<file path="src/rtl/dcs_params.svh">
/*
 constants for the charger safety supervisor: register offsets, reset values, timing counts.
 assumes a 125 MHz clock; measured values are unsigned codes in 0.1 V / 0.1 A units.
*/
`ifndef DCS_PARAMS_SVH
`define DCS_PARAMS_SVH
`define DCS_CLK_MHZ        125
`define DCS_OV_TIME_MS     400
`define DCS_OV_CYCLES      (`DCS_OV_TIME_MS * 1000 * `DCS_CLK_MHZ)
`define DCS_SD_TIME_MS     10
`define DCS_SD_CYCLES      (`DCS_SD_TIME_MS * 1000 * `DCS_CLK_MHZ)
`define DCS_RAIL_LIM       16'd600
`define DCS_EARTH_LIM      16'd280
`define DCS_OFF_CTRL       4'h0
`define DCS_OFF_REQ_V      4'h1
`define DCS_OFF_REQ_I      4'h2
`define DCS_OFF_EV_VMAX    4'h3
`define DCS_OFF_EV_BATMAX  4'h4
`define DCS_OFF_STATUS     4'h5
`define DCS_OFF_MEAS_V     4'h6
`define DCS_OFF_MEAS_I     4'h7
`define DCS_OFF_RATE_VMAX  4'h8
`define DCS_OFF_RATE_IMAX  4'h9
`define DCS_OFF_RATE_VMIN  4'ha
`define DCS_CTRL_CONNECT   0
`define DCS_CTRL_MODE_CV   1
`define DCS_CTRL_STOP      2
`define DCS_CTRL_CLR       3
`define DCS_CTRL_SAFE_REL  4
`define DCS_RST_RATE_VMAX  16'd5000
`define DCS_RST_RATE_IMAX  16'd2000
`define DCS_RST_RATE_VMIN  16'd1500
`endif

</file>
<file path="src/rtl/dcs_pkg.sv">
/*
 types for the charger safety supervisor.
 assumes dcs_params.svh is on the include path.
*/
package dcs_pkg;
  typedef enum logic [2:0] {
    DCS_IDLE     = 3'b000,
    DCS_COMPAT   = 3'b001,
    DCS_INSUL    = 3'b010,
    DCS_CHARGE   = 3'b011,
    DCS_SHUTDOWN = 3'b100,
    DCS_ERROR    = 3'b101
  } dcs_state_e;
  typedef struct packed {
    logic ctrl_fault;
    logic out_earth;
    logic out_short;
    logic overcurrent;
  } dcs_faults_s;
  typedef struct packed {
    logic [15:0] volt;
    logic [15:0] curr;
    logic [15:0] rail_p_earth;
    logic [15:0] rail_n_earth;
  } dcs_meas_s;
endpackage : dcs_pkg

</file>
<file path="src/rtl/dcs_supervisor.sv">
/*
 charger safety supervisor: regulation target, latch, compatibility, insulation,
 overvoltage timing and fault shutdown, with a simple register port.
 assumes synchronous inputs, one clock at 125 MHz and an external link that moves register values.
*/
// Notes on behaviour
// - control fault stops current, cuts control supply
// - earth fault or overcurrent opens output conductor
// - regulate voltage or current, never both
// - clamp target to own maximum ratings
// - newest vehicle request retargets regulation
// - measure output voltage and current continuously
// - report measured values to the vehicle
// - latch engaged at 60 V rails or 28 V earth
// - no release above 60 V; safe disconnect allowed
// - hold latch until device commands release
// - flag broken latch drive or sense circuit
// - check compatibility from initialization parameters
// - own minimum below battery maximum, else terminate
// - incompatibility: shutdown, alarm, de-energize output
// - insulation check before contactors may close
// - insulation fail: error shutdown, charging refused
// - 400 ms overvoltage triggers shutdown within 10 ms
// - compare against latest vehicle voltage limit
// - output fault: open power, keep control supply
`include "dcs_params.svh"
`timescale 1ns/1ps
`default_nettype none
module dcs_supervisor
  import dcs_pkg::*;
#(
  parameter int unsigned OV_CYCLES = `DCS_OV_CYCLES,
  parameter int unsigned SD_CYCLES = `DCS_SD_CYCLES
) (
  input  wire logic        clk,
  input  wire logic        rst_n,
  input  wire logic [3:0]  addr,
  input  wire logic [15:0] wdata,
  input  wire logic        wr,
  input  wire logic        rd,
  output logic      [15:0] rdata,
  input  wire dcs_meas_s   meas,
  input  wire dcs_faults_s faults,
  input  wire logic        insul_done,
  input  wire logic        insul_ok,
  input  wire logic        latch_sense,
  input  wire logic        latch_circuit_ok,
  output logic             insul_start,
  output logic             contactor_permit,
  output logic             power_enable,
  output logic             output_conn,
  output logic             ctrl_supply_en,
  output logic             latch_cmd,
  output logic             mode_cv,
  output logic      [15:0] target_v,
  output logic      [15:0] target_i,
  output logic             charge_refused,
  output logic             alarm
);
  ////////////////////////////////////////////////////////////////////////////
  dcs_state_e  state_r;
  dcs_state_e  state_nxt;
  logic [15:0] req_v_r;
  logic [15:0] req_i_r;
  logic [15:0] ev_vmax_r;
  logic [15:0] ev_batmax_r;
  logic [15:0] rate_vmax_r;
  logic [15:0] rate_imax_r;
  logic [15:0] rate_vmin_r;
  logic        connect_r;
  logic        mode_cv_r;
  logic        stop_r;
  logic        safe_rel_r;
  logic        compat_fail_r;
  logic        insul_fail_r;
  logic        ov_trip_r;
  logic        latch_fault_r;
  logic        ctrl_fault_r;
  logic        out_fault_r;
  logic [31:0] ov_cnt_r;
  logic [31:0] sd_cnt_r;
  logic        latch_r;
  logic [15:0] meas_v_r;
  logic [15:0] meas_i_r;
  logic        hv_present;
  logic        clr;
  logic        wr_ctrl;
  logic        ov_now;
  logic        out_fault_now;
  logic        fault_any;
  logic [15:0] clamp_v;
  logic [15:0] clamp_i;
  logic [5:0]  flag_set;
  wire  [5:0]  flag_r;

  assign wr_ctrl       = wr && (addr == `DCS_OFF_CTRL);
  assign clr           = wr_ctrl && wdata[`DCS_CTRL_CLR];
  assign ov_now        = (meas_v_r > ev_vmax_r);
  assign out_fault_now = faults.out_earth | faults.out_short | faults.overcurrent;
  assign fault_any     = ov_trip_r || (sd_cnt_r != 32'h0000_0000) || ctrl_fault_r ||
                         out_fault_r || latch_fault_r;
  assign hv_present    = (meas.volt >= `DCS_RAIL_LIM) || (meas.rail_p_earth >= `DCS_EARTH_LIM) ||
                         (meas.rail_n_earth >= `DCS_EARTH_LIM);

  ////////////////////////////////////////////////////////////////////////////
  // register writes
  always_ff @(posedge clk or negedge rst_n) begin
    if (!rst_n) begin
      req_v_r     <= 16'h0000;
      req_i_r     <= 16'h0000;
      ev_vmax_r   <= 16'h0000;
      ev_batmax_r <= 16'h0000;
      rate_vmax_r <= `DCS_RST_RATE_VMAX;
      rate_imax_r <= `DCS_RST_RATE_IMAX;
      rate_vmin_r <= `DCS_RST_RATE_VMIN;
      connect_r   <= 1'b0;
      mode_cv_r   <= 1'b0;
      stop_r      <= 1'b0;
      safe_rel_r  <= 1'b0;
    end else begin
      if (wr) begin
        case (addr)
          `DCS_OFF_CTRL: begin
            connect_r  <= wdata[`DCS_CTRL_CONNECT];
            mode_cv_r  <= wdata[`DCS_CTRL_MODE_CV];
            stop_r     <= wdata[`DCS_CTRL_STOP];
            safe_rel_r <= wdata[`DCS_CTRL_SAFE_REL];
          end
          `DCS_OFF_REQ_V:     req_v_r     <= wdata;
          `DCS_OFF_REQ_I:     req_i_r     <= wdata;
          `DCS_OFF_EV_VMAX:   ev_vmax_r   <= wdata;
          `DCS_OFF_EV_BATMAX: ev_batmax_r <= wdata;
          `DCS_OFF_RATE_VMAX: rate_vmax_r <= wdata;
          `DCS_OFF_RATE_IMAX: rate_imax_r <= wdata;
          `DCS_OFF_RATE_VMIN: rate_vmin_r <= wdata;
          default: ;
        endcase
      end
    end
  end

  ////////////////////////////////////////////////////////////////////////////
  // measurement capture and read port
  always_ff @(posedge clk or negedge rst_n) begin
    if (!rst_n) begin
      meas_v_r <= 16'h0000;
      meas_i_r <= 16'h0000;
    end else begin
      meas_v_r <= meas.volt;
      meas_i_r <= meas.curr;
    end
  end

  always_ff @(posedge clk or negedge rst_n) begin
    if (!rst_n) begin
      rdata <= 16'h0000;
    end else if (rd) begin
      case (addr)
        `DCS_OFF_CTRL:      rdata <= {11'h000, safe_rel_r, 1'b0, stop_r, mode_cv_r, connect_r};
        `DCS_OFF_REQ_V:     rdata <= req_v_r;
        `DCS_OFF_REQ_I:     rdata <= req_i_r;
        `DCS_OFF_EV_VMAX:   rdata <= ev_vmax_r;
        `DCS_OFF_EV_BATMAX: rdata <= ev_batmax_r;
        `DCS_OFF_STATUS:    rdata <= {5'h00, hv_present, latch_r, ctrl_fault_r, out_fault_r, latch_fault_r,
                                      ov_trip_r, insul_fail_r, compat_fail_r, state_r};
        `DCS_OFF_MEAS_V:    rdata <= meas_v_r;
        `DCS_OFF_MEAS_I:    rdata <= meas_i_r;
        `DCS_OFF_RATE_VMAX: rdata <= rate_vmax_r;
        `DCS_OFF_RATE_IMAX: rdata <= rate_imax_r;
        `DCS_OFF_RATE_VMIN: rdata <= rate_vmin_r;
        default:            rdata <= 16'h0000;
      endcase
    end else begin
      rdata <= 16'h0000;
    end
  end

  ////////////////////////////////////////////////////////////////////////////
  // overvoltage duration and shutdown deadline
  always_ff @(posedge clk or negedge rst_n) begin
    if (!rst_n) begin
      ov_cnt_r <= 32'h0000_0000;
    end else if (state_r != DCS_CHARGE || !ov_now) begin
      ov_cnt_r <= 32'h0000_0000;
    end else if (ov_cnt_r < OV_CYCLES) begin
      ov_cnt_r <= ov_cnt_r + 32'h0000_0001;
    end
  end

  always_ff @(posedge clk or negedge rst_n) begin
    if (!rst_n) begin
      sd_cnt_r <= 32'h0000_0000;
    end else if (ov_cnt_r >= OV_CYCLES && sd_cnt_r < SD_CYCLES) begin
      sd_cnt_r <= sd_cnt_r + 32'h0000_0001;
    end else if (ov_cnt_r < OV_CYCLES) begin
      sd_cnt_r <= 32'h0000_0000;
    end
  end

  ////////////////////////////////////////////////////////////////////////////
  // sticky fault flags: set wins over clear
  assign flag_set = {out_fault_now,
                     faults.ctrl_fault,
                     !latch_circuit_ok || (latch_cmd && !latch_sense),
                     ov_cnt_r >= OV_CYCLES,
                     state_r == DCS_INSUL && insul_done && !insul_ok,
                     state_r == DCS_COMPAT && rate_vmin_r >= ev_batmax_r};

  genvar g;
  generate
    for (g = 0; g < 6; g++) begin : g_flag
      logic bit_r;
      always_ff @(posedge clk or negedge rst_n) begin
        if (!rst_n) begin
          bit_r <= 1'b0;
        end else begin
          bit_r <= flag_set[g] || (bit_r && !clr);
        end
      end
      assign flag_r[g] = bit_r;
    end
  endgenerate

  assign compat_fail_r = flag_r[0];
  assign insul_fail_r  = flag_r[1];
  assign ov_trip_r     = flag_r[2];
  assign latch_fault_r = flag_r[3];
  assign ctrl_fault_r  = flag_r[4];
  assign out_fault_r   = flag_r[5];

  ////////////////////////////////////////////////////////////////////////////
  // charge sequence
  always_comb begin
    state_nxt = state_r;
    case (state_r)
      DCS_IDLE: begin
        if (connect_r && !stop_r) begin
          state_nxt = DCS_COMPAT;
        end
      end
      DCS_COMPAT: begin
        if (rate_vmin_r >= ev_batmax_r) begin
          state_nxt = DCS_ERROR;
        end else begin
          state_nxt = DCS_INSUL;
        end
      end
      DCS_INSUL: begin
        if (insul_done && insul_ok) begin
          state_nxt = DCS_CHARGE;
        end else if (insul_done) begin
          state_nxt = DCS_ERROR;
        end
      end
      DCS_CHARGE: begin
        if (stop_r || !connect_r) begin
          state_nxt = DCS_SHUTDOWN;
        end
      end
      DCS_SHUTDOWN: begin
        if (!connect_r && !hv_present) begin
          state_nxt = DCS_IDLE;
        end
      end
      DCS_ERROR: begin
        if (clr && !hv_present) begin
          state_nxt = DCS_IDLE;
        end
      end
      default: begin
        state_nxt = DCS_IDLE;
      end
    endcase
    // deadline counter backs up the trip flag
    if (state_r != DCS_IDLE && state_r != DCS_ERROR && fault_any) begin
      state_nxt = DCS_ERROR;
    end
  end

  always_ff @(posedge clk or negedge rst_n) begin
    if (!rst_n) begin
      state_r <= DCS_IDLE;
    end else begin
      state_r <= state_nxt;
    end
  end

  ////////////////////////////////////////////////////////////////////////////
  // latch: engages on connect, held until idle, voltage gone and connect cleared; with voltage present, safe release and no latch fault open it
  always_ff @(posedge clk or negedge rst_n) begin
    if (!rst_n) begin
      latch_r <= 1'b0;
    end else if (hv_present) begin
      latch_r <= !safe_rel_r || latch_fault_r ? 1'b1 : 1'b0;
    end else if (state_r != DCS_IDLE) begin
      latch_r <= 1'b1;
    end else if (!connect_r) begin
      latch_r <= 1'b0;
    end
  end

  ////////////////////////////////////////////////////////////////////////////
  // outputs
  always_comb begin
    clamp_v = req_v_r;
    if (req_v_r > rate_vmax_r) begin
      clamp_v = rate_vmax_r;
    end
  end

  always_comb begin
    clamp_i = req_i_r;
    if (req_i_r > rate_imax_r) begin
      clamp_i = rate_imax_r;
    end
  end

  always_ff @(posedge clk or negedge rst_n) begin
    if (!rst_n) begin
      mode_cv <= 1'b0;
    end else begin
      mode_cv <= mode_cv_r;
    end
  end

  always_ff @(posedge clk or negedge rst_n) begin
    if (!rst_n) begin
      target_v <= 16'h0000;
    end else begin
      target_v <= clamp_v;
    end
  end

  always_ff @(posedge clk or negedge rst_n) begin
    if (!rst_n) begin
      target_i <= 16'h0000;
    end else begin
      target_i <= clamp_i;
    end
  end

  assign latch_cmd        = latch_r;
  assign insul_start      = (state_r == DCS_INSUL);
  assign contactor_permit = (state_r == DCS_CHARGE) && !insul_fail_r;
  assign power_enable     = (state_r == DCS_CHARGE) && !ov_trip_r && !ctrl_fault_r && !out_fault_r;
  assign output_conn      = power_enable && !out_fault_now;
  assign ctrl_supply_en   = !ctrl_fault_r;
  assign charge_refused   = insul_fail_r || compat_fail_r;
  assign alarm            = (state_r == DCS_ERROR);
endmodule : dcs_supervisor
`default_nettype wire

</file>
<file path="config.mk">
export PLATFORM = sky130hd
export DESIGN_NAME = dcs_supervisor
export DESIGN_NICKNAME = d
export VERILOG_FILES = /design/src/rtl/dcs_pkg.sv /design/src/rtl/dcs_supervisor.sv
export VERILOG_INCLUDE_DIRS = /design/src /design/src/rtl
export SDC_FILE = /design/constraint.sdc
export NUM_CORES = 1
export LEC_CHECK = 0
export BUFFER_PORTS_ARGS = -buffer_cell sky130_fd_sc_hd__buf_4
export CORE_UTILIZATION = 45
export CTS_BUF_LIST = sky130_fd_sc_hd__clkbuf_4 sky130_fd_sc_hd__clkbuf_8 sky130_fd_sc_hd__clkbuf_16
export DETAILED_ROUTE_END_ITERATION = 8
export GPL_ROUTABILITY_DRIVEN = 0
export PLACE_DENSITY = 0.68
export SLEW_MARGIN = 20
export SYNTH_ARGS = -nofsm -noshare
export SYNTH_HDL_FRONTEND = slang
export SYNTH_SLANG_ARGS = --single-unit
export TNS_END_PERCENT = 10
</file>
<file path="constraint.sdc">
create_clock -name clk -period 6.32 [get_ports clk]
set_clock_uncertainty 0.1 [all_clocks]
set_input_delay 0.632 -clock clk [delete_from_list [all_inputs] [get_ports clk]]
set_output_delay 0.632 -clock clk [all_outputs]
set_load 0.01 [all_outputs]
</file>
==> impl_results.md, run 1 <==
- Status: complete, no violations
- Site Rows: 63
- Core region area: 0.0296 mm2
- Worst reg2reg startpoint: rate_vmax_r[9]$_DFFE_PN1P_
- Initial antenna violation count: 0
- Post-synthesis sequential area ratio: approximately 50%
- Post-cts resize count: 0
- Avg Cell Area, Syn: around 11 um2
- Normalized max-slew margin: ~25%
- Top cell type's share of synthesized area: between 40% and 50%
- First-pass detailed-route iteration total: 5
- F_max: roughly 0.32 GHz
- Worst-path clk slew: roughly 0.06 ns
- DRC Markers: 0
- Critical Path AT: 3.48 ns
- Syn Std Cell Area: 0.0136 mm2
- Flops & latches, synth: approximately 270
- RSZ-0062 raised after global routing: false
- Final setup viols: 0
- Area leader, netlist: dfrtp_1
- CTS tree: done
- Ys async rst share: 100%
- Power Dens Cells: ~330 mW/mm2
- Static leakage: between 7 and 8 nW
- Synth warn: 0
- HPWL Detailed: roughly 25000 um
- Routed length per instance: a little under 20 um
- Post-CTS Setup Bufs: 0
- Setup crit start kind: flop
- Initial DRC Count: 750
- P_sw: 1.49 mW
- Setup TNS: 0 ns
- Die area: about 0.031 mm2
- Crit path kind: reg -> reg
- Fin nets: 1485
- Final period util: approximately 50%
- Yosys cell types: 77
- Number of max-cap violations: 0
- Net Count, Synth: around 1300
- Hold buffer count at cts: 0
- Most frequent cells in the layout: 253 x dfrtp_1, 154 x buf_4, 137 x mux2_2
- Die width: around 180 um
- Cells after synthesis: between 1000 and 1500
- Tot GR Track Use: between 20% and 30%
- Seq pwr share: 43.2%
- Vias: approximately 10000
- Top post-synthesis cells by area: dfrtp_1 47%, mux2_2 11%, ha_1 6.3%, dfstp_2 3.5%, inv_1 2.3%
- Global-route wire length before repair: between 50000 and 60000 um
- Vias per std cell: 5.85
- Logic pwr share: roughly 23%
- ANT nets after route: 0
- Least-Margin Pin Slew: about 1.1 ns
- Clk_lat worst skew: between 0.5 and 0.6 ns
- Most common cell after layout, fill and taps aside: dfrtp_1
- Drt total wl: 34000 um
- Hold WS: between 0.03 and 0.04 ns
- Hold/Removal Path Class: in -> async
- Worst VDD drop: ~0.2 mV
- Max Buffers Root-to-Sink: 3
- TritonCTS buffer count: 29
- Setup crit start: rate_vmax_r[9]$_DFFE_PN1P_
- Reg2Reg Setup Slack: 3.17 ns
- Antenna cells: 0
- PortBufs: around 150
- Tmin final: 3.15 ns
- Largest net degree at the start of global routing: approximately 160
- Max-slew violations: 0
- Most frequently used flop master after synthesis: dfrtp_1
- Core Util, Final: between 50% and 60%
- Starting Density: between 40% and 50%
- Area Growth Syn to Fin: 18.2%
- EDFF count, synth: 0
- Sw frac: between 20% and 30%
- Fill count: 2604
- CTS H-tree depth: 1
- Total grt overflow: 0
- CP max FO: 16
- Int Power: approximately 3.8 mW
- Clk pwr share: 33.9%
- Clock sink total: between 200 and 300
- I/O Pins: 153
- Final Hold Viols: 0
- Layout cell share with drive strength beyond 1: 29.7%
- Data required, critical path: 6.65 ns
- Root buf cell: clkbuf_16
- Crit path capture type: flop
- Vias in the first global route: a little under 10000
- Die Ht: approximately 180 um
[sequential cells by signal, indices dropped and copies added (netlist names), 3 cells and up]
register	flops
rate_vmin_r	16
ov_cnt_r	32
meas_v_r	16
req_i_r	16
ev_vmax_r	16
sd_cnt_r	32
g_flag.bit_r	4
req_v_r	16
meas_i_r	16
target_i	16
rate_vmax_r	16
state_r	3
ev_batmax_r	16
rate_imax_r	16
target_v	16
rdata	16
[worst max-delay path, stage by stage, from the launching register on]
cell and delay [ns]:
dfstp_2 0.57, inv_1 0.06, ha_1 0.30, a21o_1 0.12
a21o_1 0.14, a2111oi_2 0.07, o21ai_0 0.37, a2bb2oi_2 0.88
mux2_2 0.43
[area by class of cell]
class                   instances  area [um2]  area share (%)
clock buffers                  36         778            4.85
clock inverters                17         239            1.49
inverters                      83         312            1.94
multi-input cells             780        6250            38.9
flip-flops and latches        271        6800            42.4
well taps                     390         488            3.04
repair buffers                156        1190            7.42
[through the flow]
| stage | area (um2) | setup slack [ns] | std cells | total power [mW] |
|---|---|---|---|---|
| 6_report | 16100 | 3.17 | 1733 | 5.28 |
| 5_1_grt | 16100 | 3.03 | 1733 | 5.55 |
| 4_1_cts | 16100 | 3.14 | 1733 | 5.32 |
| 3_5_place_dp | 15000 | 3.17 | 1680 | 3.51 |
| 3_3_place_gp | 15000 | 3.19 | 1680 | 3.47 |
| 2_1_floorplan | 13600 | 3.82 | 1184 | 3.00 |
[routing by layer]
| layer | global-route usage (%) | share of wire, % |
|---|---|---|
| met5 | 0 | 0 |
| met4 | 4.75 | 1.6 |
| met3 | 3.42 | 6.8 |
| met2 | 36.3 | 47 |
| met1 | 31.5 | 45 |
[synthesized netlist by cell type, drive strengths merged (9+ instances only)]
| cell | count |
|---|---|
| nand4 | 32 |
| a221oi | 17 |
| and3 | 22 |
| o21ai | 20 |
| a31oi | 12 |
| mux2 | 149 |
| mux2i | 10 |
| a22oi | 34 |
| or4 | 12 |
| a21o | 11 |
| nand2 | 61 |
| nor2 | 34 |
| dfrtp | 253 |
| a21oi | 49 |
| a222oi | 9 |
| clkbuf | 20 |
| o211ai | 13 |
| nand3 | 38 |
| nor4 | 20 |
| ha | 68 |
| buf | 30 |
| dfstp | 18 |
| nand2b | 17 |
| nor3 | 20 |
| inv | 83 |
| and2 | 18 |
| xor2 | 18 |
| a22o | 18 |
[power by group through the flow]
stage                     registers [mW]  logic [mW]  clock network, mW
final                               2.28        1.21               1.79
after global routing                2.31        1.33               1.90
after CTS                           2.27        1.22               1.83
after detailed placement            2.30        1.21                  0
after global placement              2.29        1.17                  0
after floorplan                     2.28       0.717                  0
[kinds of logic (layout without fill, tap and decap cells)]
kind of cell | Yosys count | count (layout) | share of synthesized area, %
multiplexers | 159 | 159 | 13.4
adder cells (fa/ha/maj) | 68 | 68 | 6.26
flip-flops | 271 | 271 | 50.1
XOR/XNOR | 20 | 20 | 1.29
buffers and inverters | 133 | 292 | 4.08
AND/OR/NAND/NOR | 299 | 299 | 12.1
AO/OA/AOI/OAI | 234 | 234 | 12.8
[path summary, 6_finish.rpt]
check / to / cells past startpoint
max: target_v[4]$_DFF_PN0_ / 8
min: rate_vmax_r[2]$_DFFE_PN0P_ / 1
max reg2reg: target_v[4]$_DFF_PN0_ / 8
min reg2reg: mode_cv$_DFF_PN0_ / 0
max in group asynchronous: sd_cnt_r[15]$_DFFE_PN0P_ / 2
min in group clk: meas_i_r[10]$_DFF_PN0_ / 1
No activity file was read; power rests on OpenSTA's default activity.
==> inputs of run 2 (changes only) <==
==> constraint.sdc (replaced) <==
create_clock -name clk -period 3.2 [get_ports clk]
set_clock_uncertainty 0.1 [all_clocks]
set_input_delay 0.32 -clock clk [delete_from_list [all_inputs] [get_ports clk]]
set_output_delay 0.32 -clock clk [all_outputs]
set_load 0.01 [all_outputs]
==> run 2 against run 1 <==
Against the previous run: sequential cell count is the same; hold slack improved by 0.011 ns; power grew 100%; cell area up 4.4%; cell count is 4.1% higher; register-to-register slack worse by 3.0 ns; critical endpoint is now target_i[9]$_DFF_PN0_; largest cell class unchanged; largest power group unchanged.
==> impl_results.md, run 2 (synthesis gave the netlist of run 1 again) <==
- Post-CTS Setup Bufs: 0 (unchanged)
- Family with the most delay on the worst path: compound AO/OA/AOI/OAI gates
- Area Growth Syn to Fin: 23.4%
- Antenna cells: 0 (unchanged)
- Worst-path clk slew: 0.06 ns (about the same)
- F_max: 0.330 GHz (+4.0%)
- Setup ws final: 0.169 ns (-3.00 ns)
- Max-slew violations: 0 (unchanged)
- ANT nets after route: 0 (unchanged)
- Final Hold Viols: 0 (unchanged)
- Tmin final: 3.03 ns (-0.121 ns)
- Hold WS: 0.0419 ns (+0.0109 ns)
- Vias in the first global route: 10500 (+7.4%)
- Core Util, Final: 56.6% (+2.4 points)
- Fin nets: 1555 (+4.7%)
- First-pass detailed-route iteration total: 7 (+2)
- TritonCTS buffer count: 30 (+3.4%)
- Crit-path cells: inv_1 -> ha_1 -> a21oi_1 -> nor2_1 -> a211oi_1 -> o21ai_0 -> o31ai_4 -> mux2_2
- PortBufs: 146 (unchanged)
- Root buf cell: clkbuf_16
- Worst VDD drop: 0.420 mV (+100%)
- Die Ht: 176 um (unchanged)
- Setup crit start kind: flop
- Slowest cell on crit path: o31ai_4
- Site Rows: 63 (unchanged)
- Final Power: 10.6 mW (+100%)
- Die width: 176 um (unchanged)
- Clk_lat worst skew: 0.56 ns (about the same)
- Routed length per instance: 19.8 um (+0.73%)
- Critical Path AT: 3.36 ns (-0.12 ns)
- HPWL Detailed: 25700 um (+4.6%)
- Crit path kind: reg -> reg
- WP buf/inv: 1 (unchanged)
- Starting Density: 45.8% (unchanged)
- CTS tree: done
- Setup TNS: 0 ns (unchanged)
- Post-Place Worst Slack: 0.164 ns (-3.01 ns)
- Most common cell after layout, fill and taps aside: dfrtp_1
- Normalized max-slew margin: 25.8% (+0.29 points)
- RSZ-0062 raised after global routing: false
- Clock sink total: 271 (unchanged)
- Core region area: 0.0296 mm2 (unchanged)
- Placed instance area: 0.0152 mm2 (+0.86%)
- Largest regs: ov_cnt_r x32, sd_cnt_r x32
- Global-route wire length before repair: 57000 um (+4.9%)
- Crit path largest cell delay: 0.82 ns (-0.06 ns)
- Vias per std cell: 5.75 (-1.7%)
- Least-Margin Pin Slew: 1.11 ns (-0.00435 ns)
- Largest net degree at the start of global routing: 79 (-50%)
- Most frequent cells in the layout: 253 x dfrtp_1, 166 x buf_4, 137 x mux2_2
- Final period util: 94.7% (+45 points)
- Layout cell share with drive strength beyond 1: 29.3% (-0.43 points)
- Crit path capture type: flop
- Post-Layout Cell Count: 1804 (+4.1%)
- Die area: 0.0309 mm2 (unchanged)
- CP max FO: 16 (unchanged)
- Hold/Removal Path Class: in -> reg
- CTS H-tree depth: 1 (unchanged)
- Data required, critical path: 3.53 ns (-3.12 ns)
- Total grt overflow: 0 (unchanged)
- Initial antenna violation count: 0 (unchanged)
- Tot GR Track Use: 23.5% (+1.2 points)
- Drt total wl: 35700 um (+4.9%)
- Design Area, Final: 0.0168 mm2 (+4.4%)
- I/O Pins: 153 (unchanged)
- Number of max-cap violations: 0 (unchanged)
- Max Buffers Root-to-Sink: 3 (unchanged)
- Power Dens Cells: 631 mW/mm2 (+92%)
- Final setup viols: 0 (unchanged)
- Status: complete, no violations
- DRC Markers: 0 (unchanged)
- Post-Place Cells: 1694 (+0.83%)
- Static leakage: 7.55 nW (+4.4%)
- Vias: 10400 (+2.3%)
- Initial DRC Count: 740 (-1.3%)
-- run 2: cell count changes in the layout (fill, tap and decap cells not counted), sizes merged --
| cell | change |
|---|---|
| bufinv | -1 |
| clkbuf | +2 |
| buf | +14 |
| clkinv | +1 |
| clkinvlp | +1 |
| inv | -1 |
| dlygate4sd3 | +55 |
-- run 2: what timing repair did --
item,CTS,global route
setup endpoints to repair,0,0
resized for setup,0,0
hold endpoints to repair,214,0
hold buffers,55,0
-- run 2: final timing paths --
path	depth (start not counted)	to	slack [ns]	start
min in group asynchronous	2	target_v[2]$_DFF_PN0_	0.21	rst_n
setup reg to reg	8	target_i[9]$_DFF_PN0_	0.17	rate_imax_r[9]$_DFFE_PN1P_
max in group asynchronous	3	rate_imax_r[8]$_DFFE_PN1P_	1.96	rst_n
setup / recovery	8	target_i[9]$_DFF_PN0_	0.17	rate_imax_r[9]$_DFFE_PN1P_
hold / removal	3	g_flag[1].bit_r$_DFF_PN0_	0.04	insul_ok
hold reg to reg	0	mode_cv$_DFF_PN0_	0.31	mode_cv_r$_DFFE_PN0P_
-- run 2: report_power, final --
part | internal, mW | leakage, nW | switching, mW
registers | 4.05 | 3.39 | 0.480
logic | 1.34 | 3.64 | 1.11
clock network | 2.19 | 0.515 | 1.42
-- run 2: worst reg2reg max path: stages (launching register included) --
cell and delay [ns]:
dfstp_2 0.55, inv_1 0.05, ha_1 0.28, a21oi_1 0.14
nor2_1 0.06, a211oi_1 0.22, o21ai_0 0.25, o31ai_4 0.83
mux2_2 0.43
-- run 2: layer usage --
layer,global-route usage [%],vias to the layer above,part of all wire (%)
met5,0,-,0
met4,6.09,0,2.2
met3,3.74,61,6.9
met2,38.7,353,47
met1,32.2,5166,44
li1,-,4802,-
-- run 2: layout make-up --
type / instances / area [um2]
Clock buffer: 38 / 847
Clock inverter: 17 / 203
Fill cell: 2515 / 12900
Inverter: 83 / 312
Multi-Input combinational cell: 780 / 6250
Sequential cell: 271 / 6800
Tap cell: 390 / 488
Timing Repair Buffer: 225 / 1870
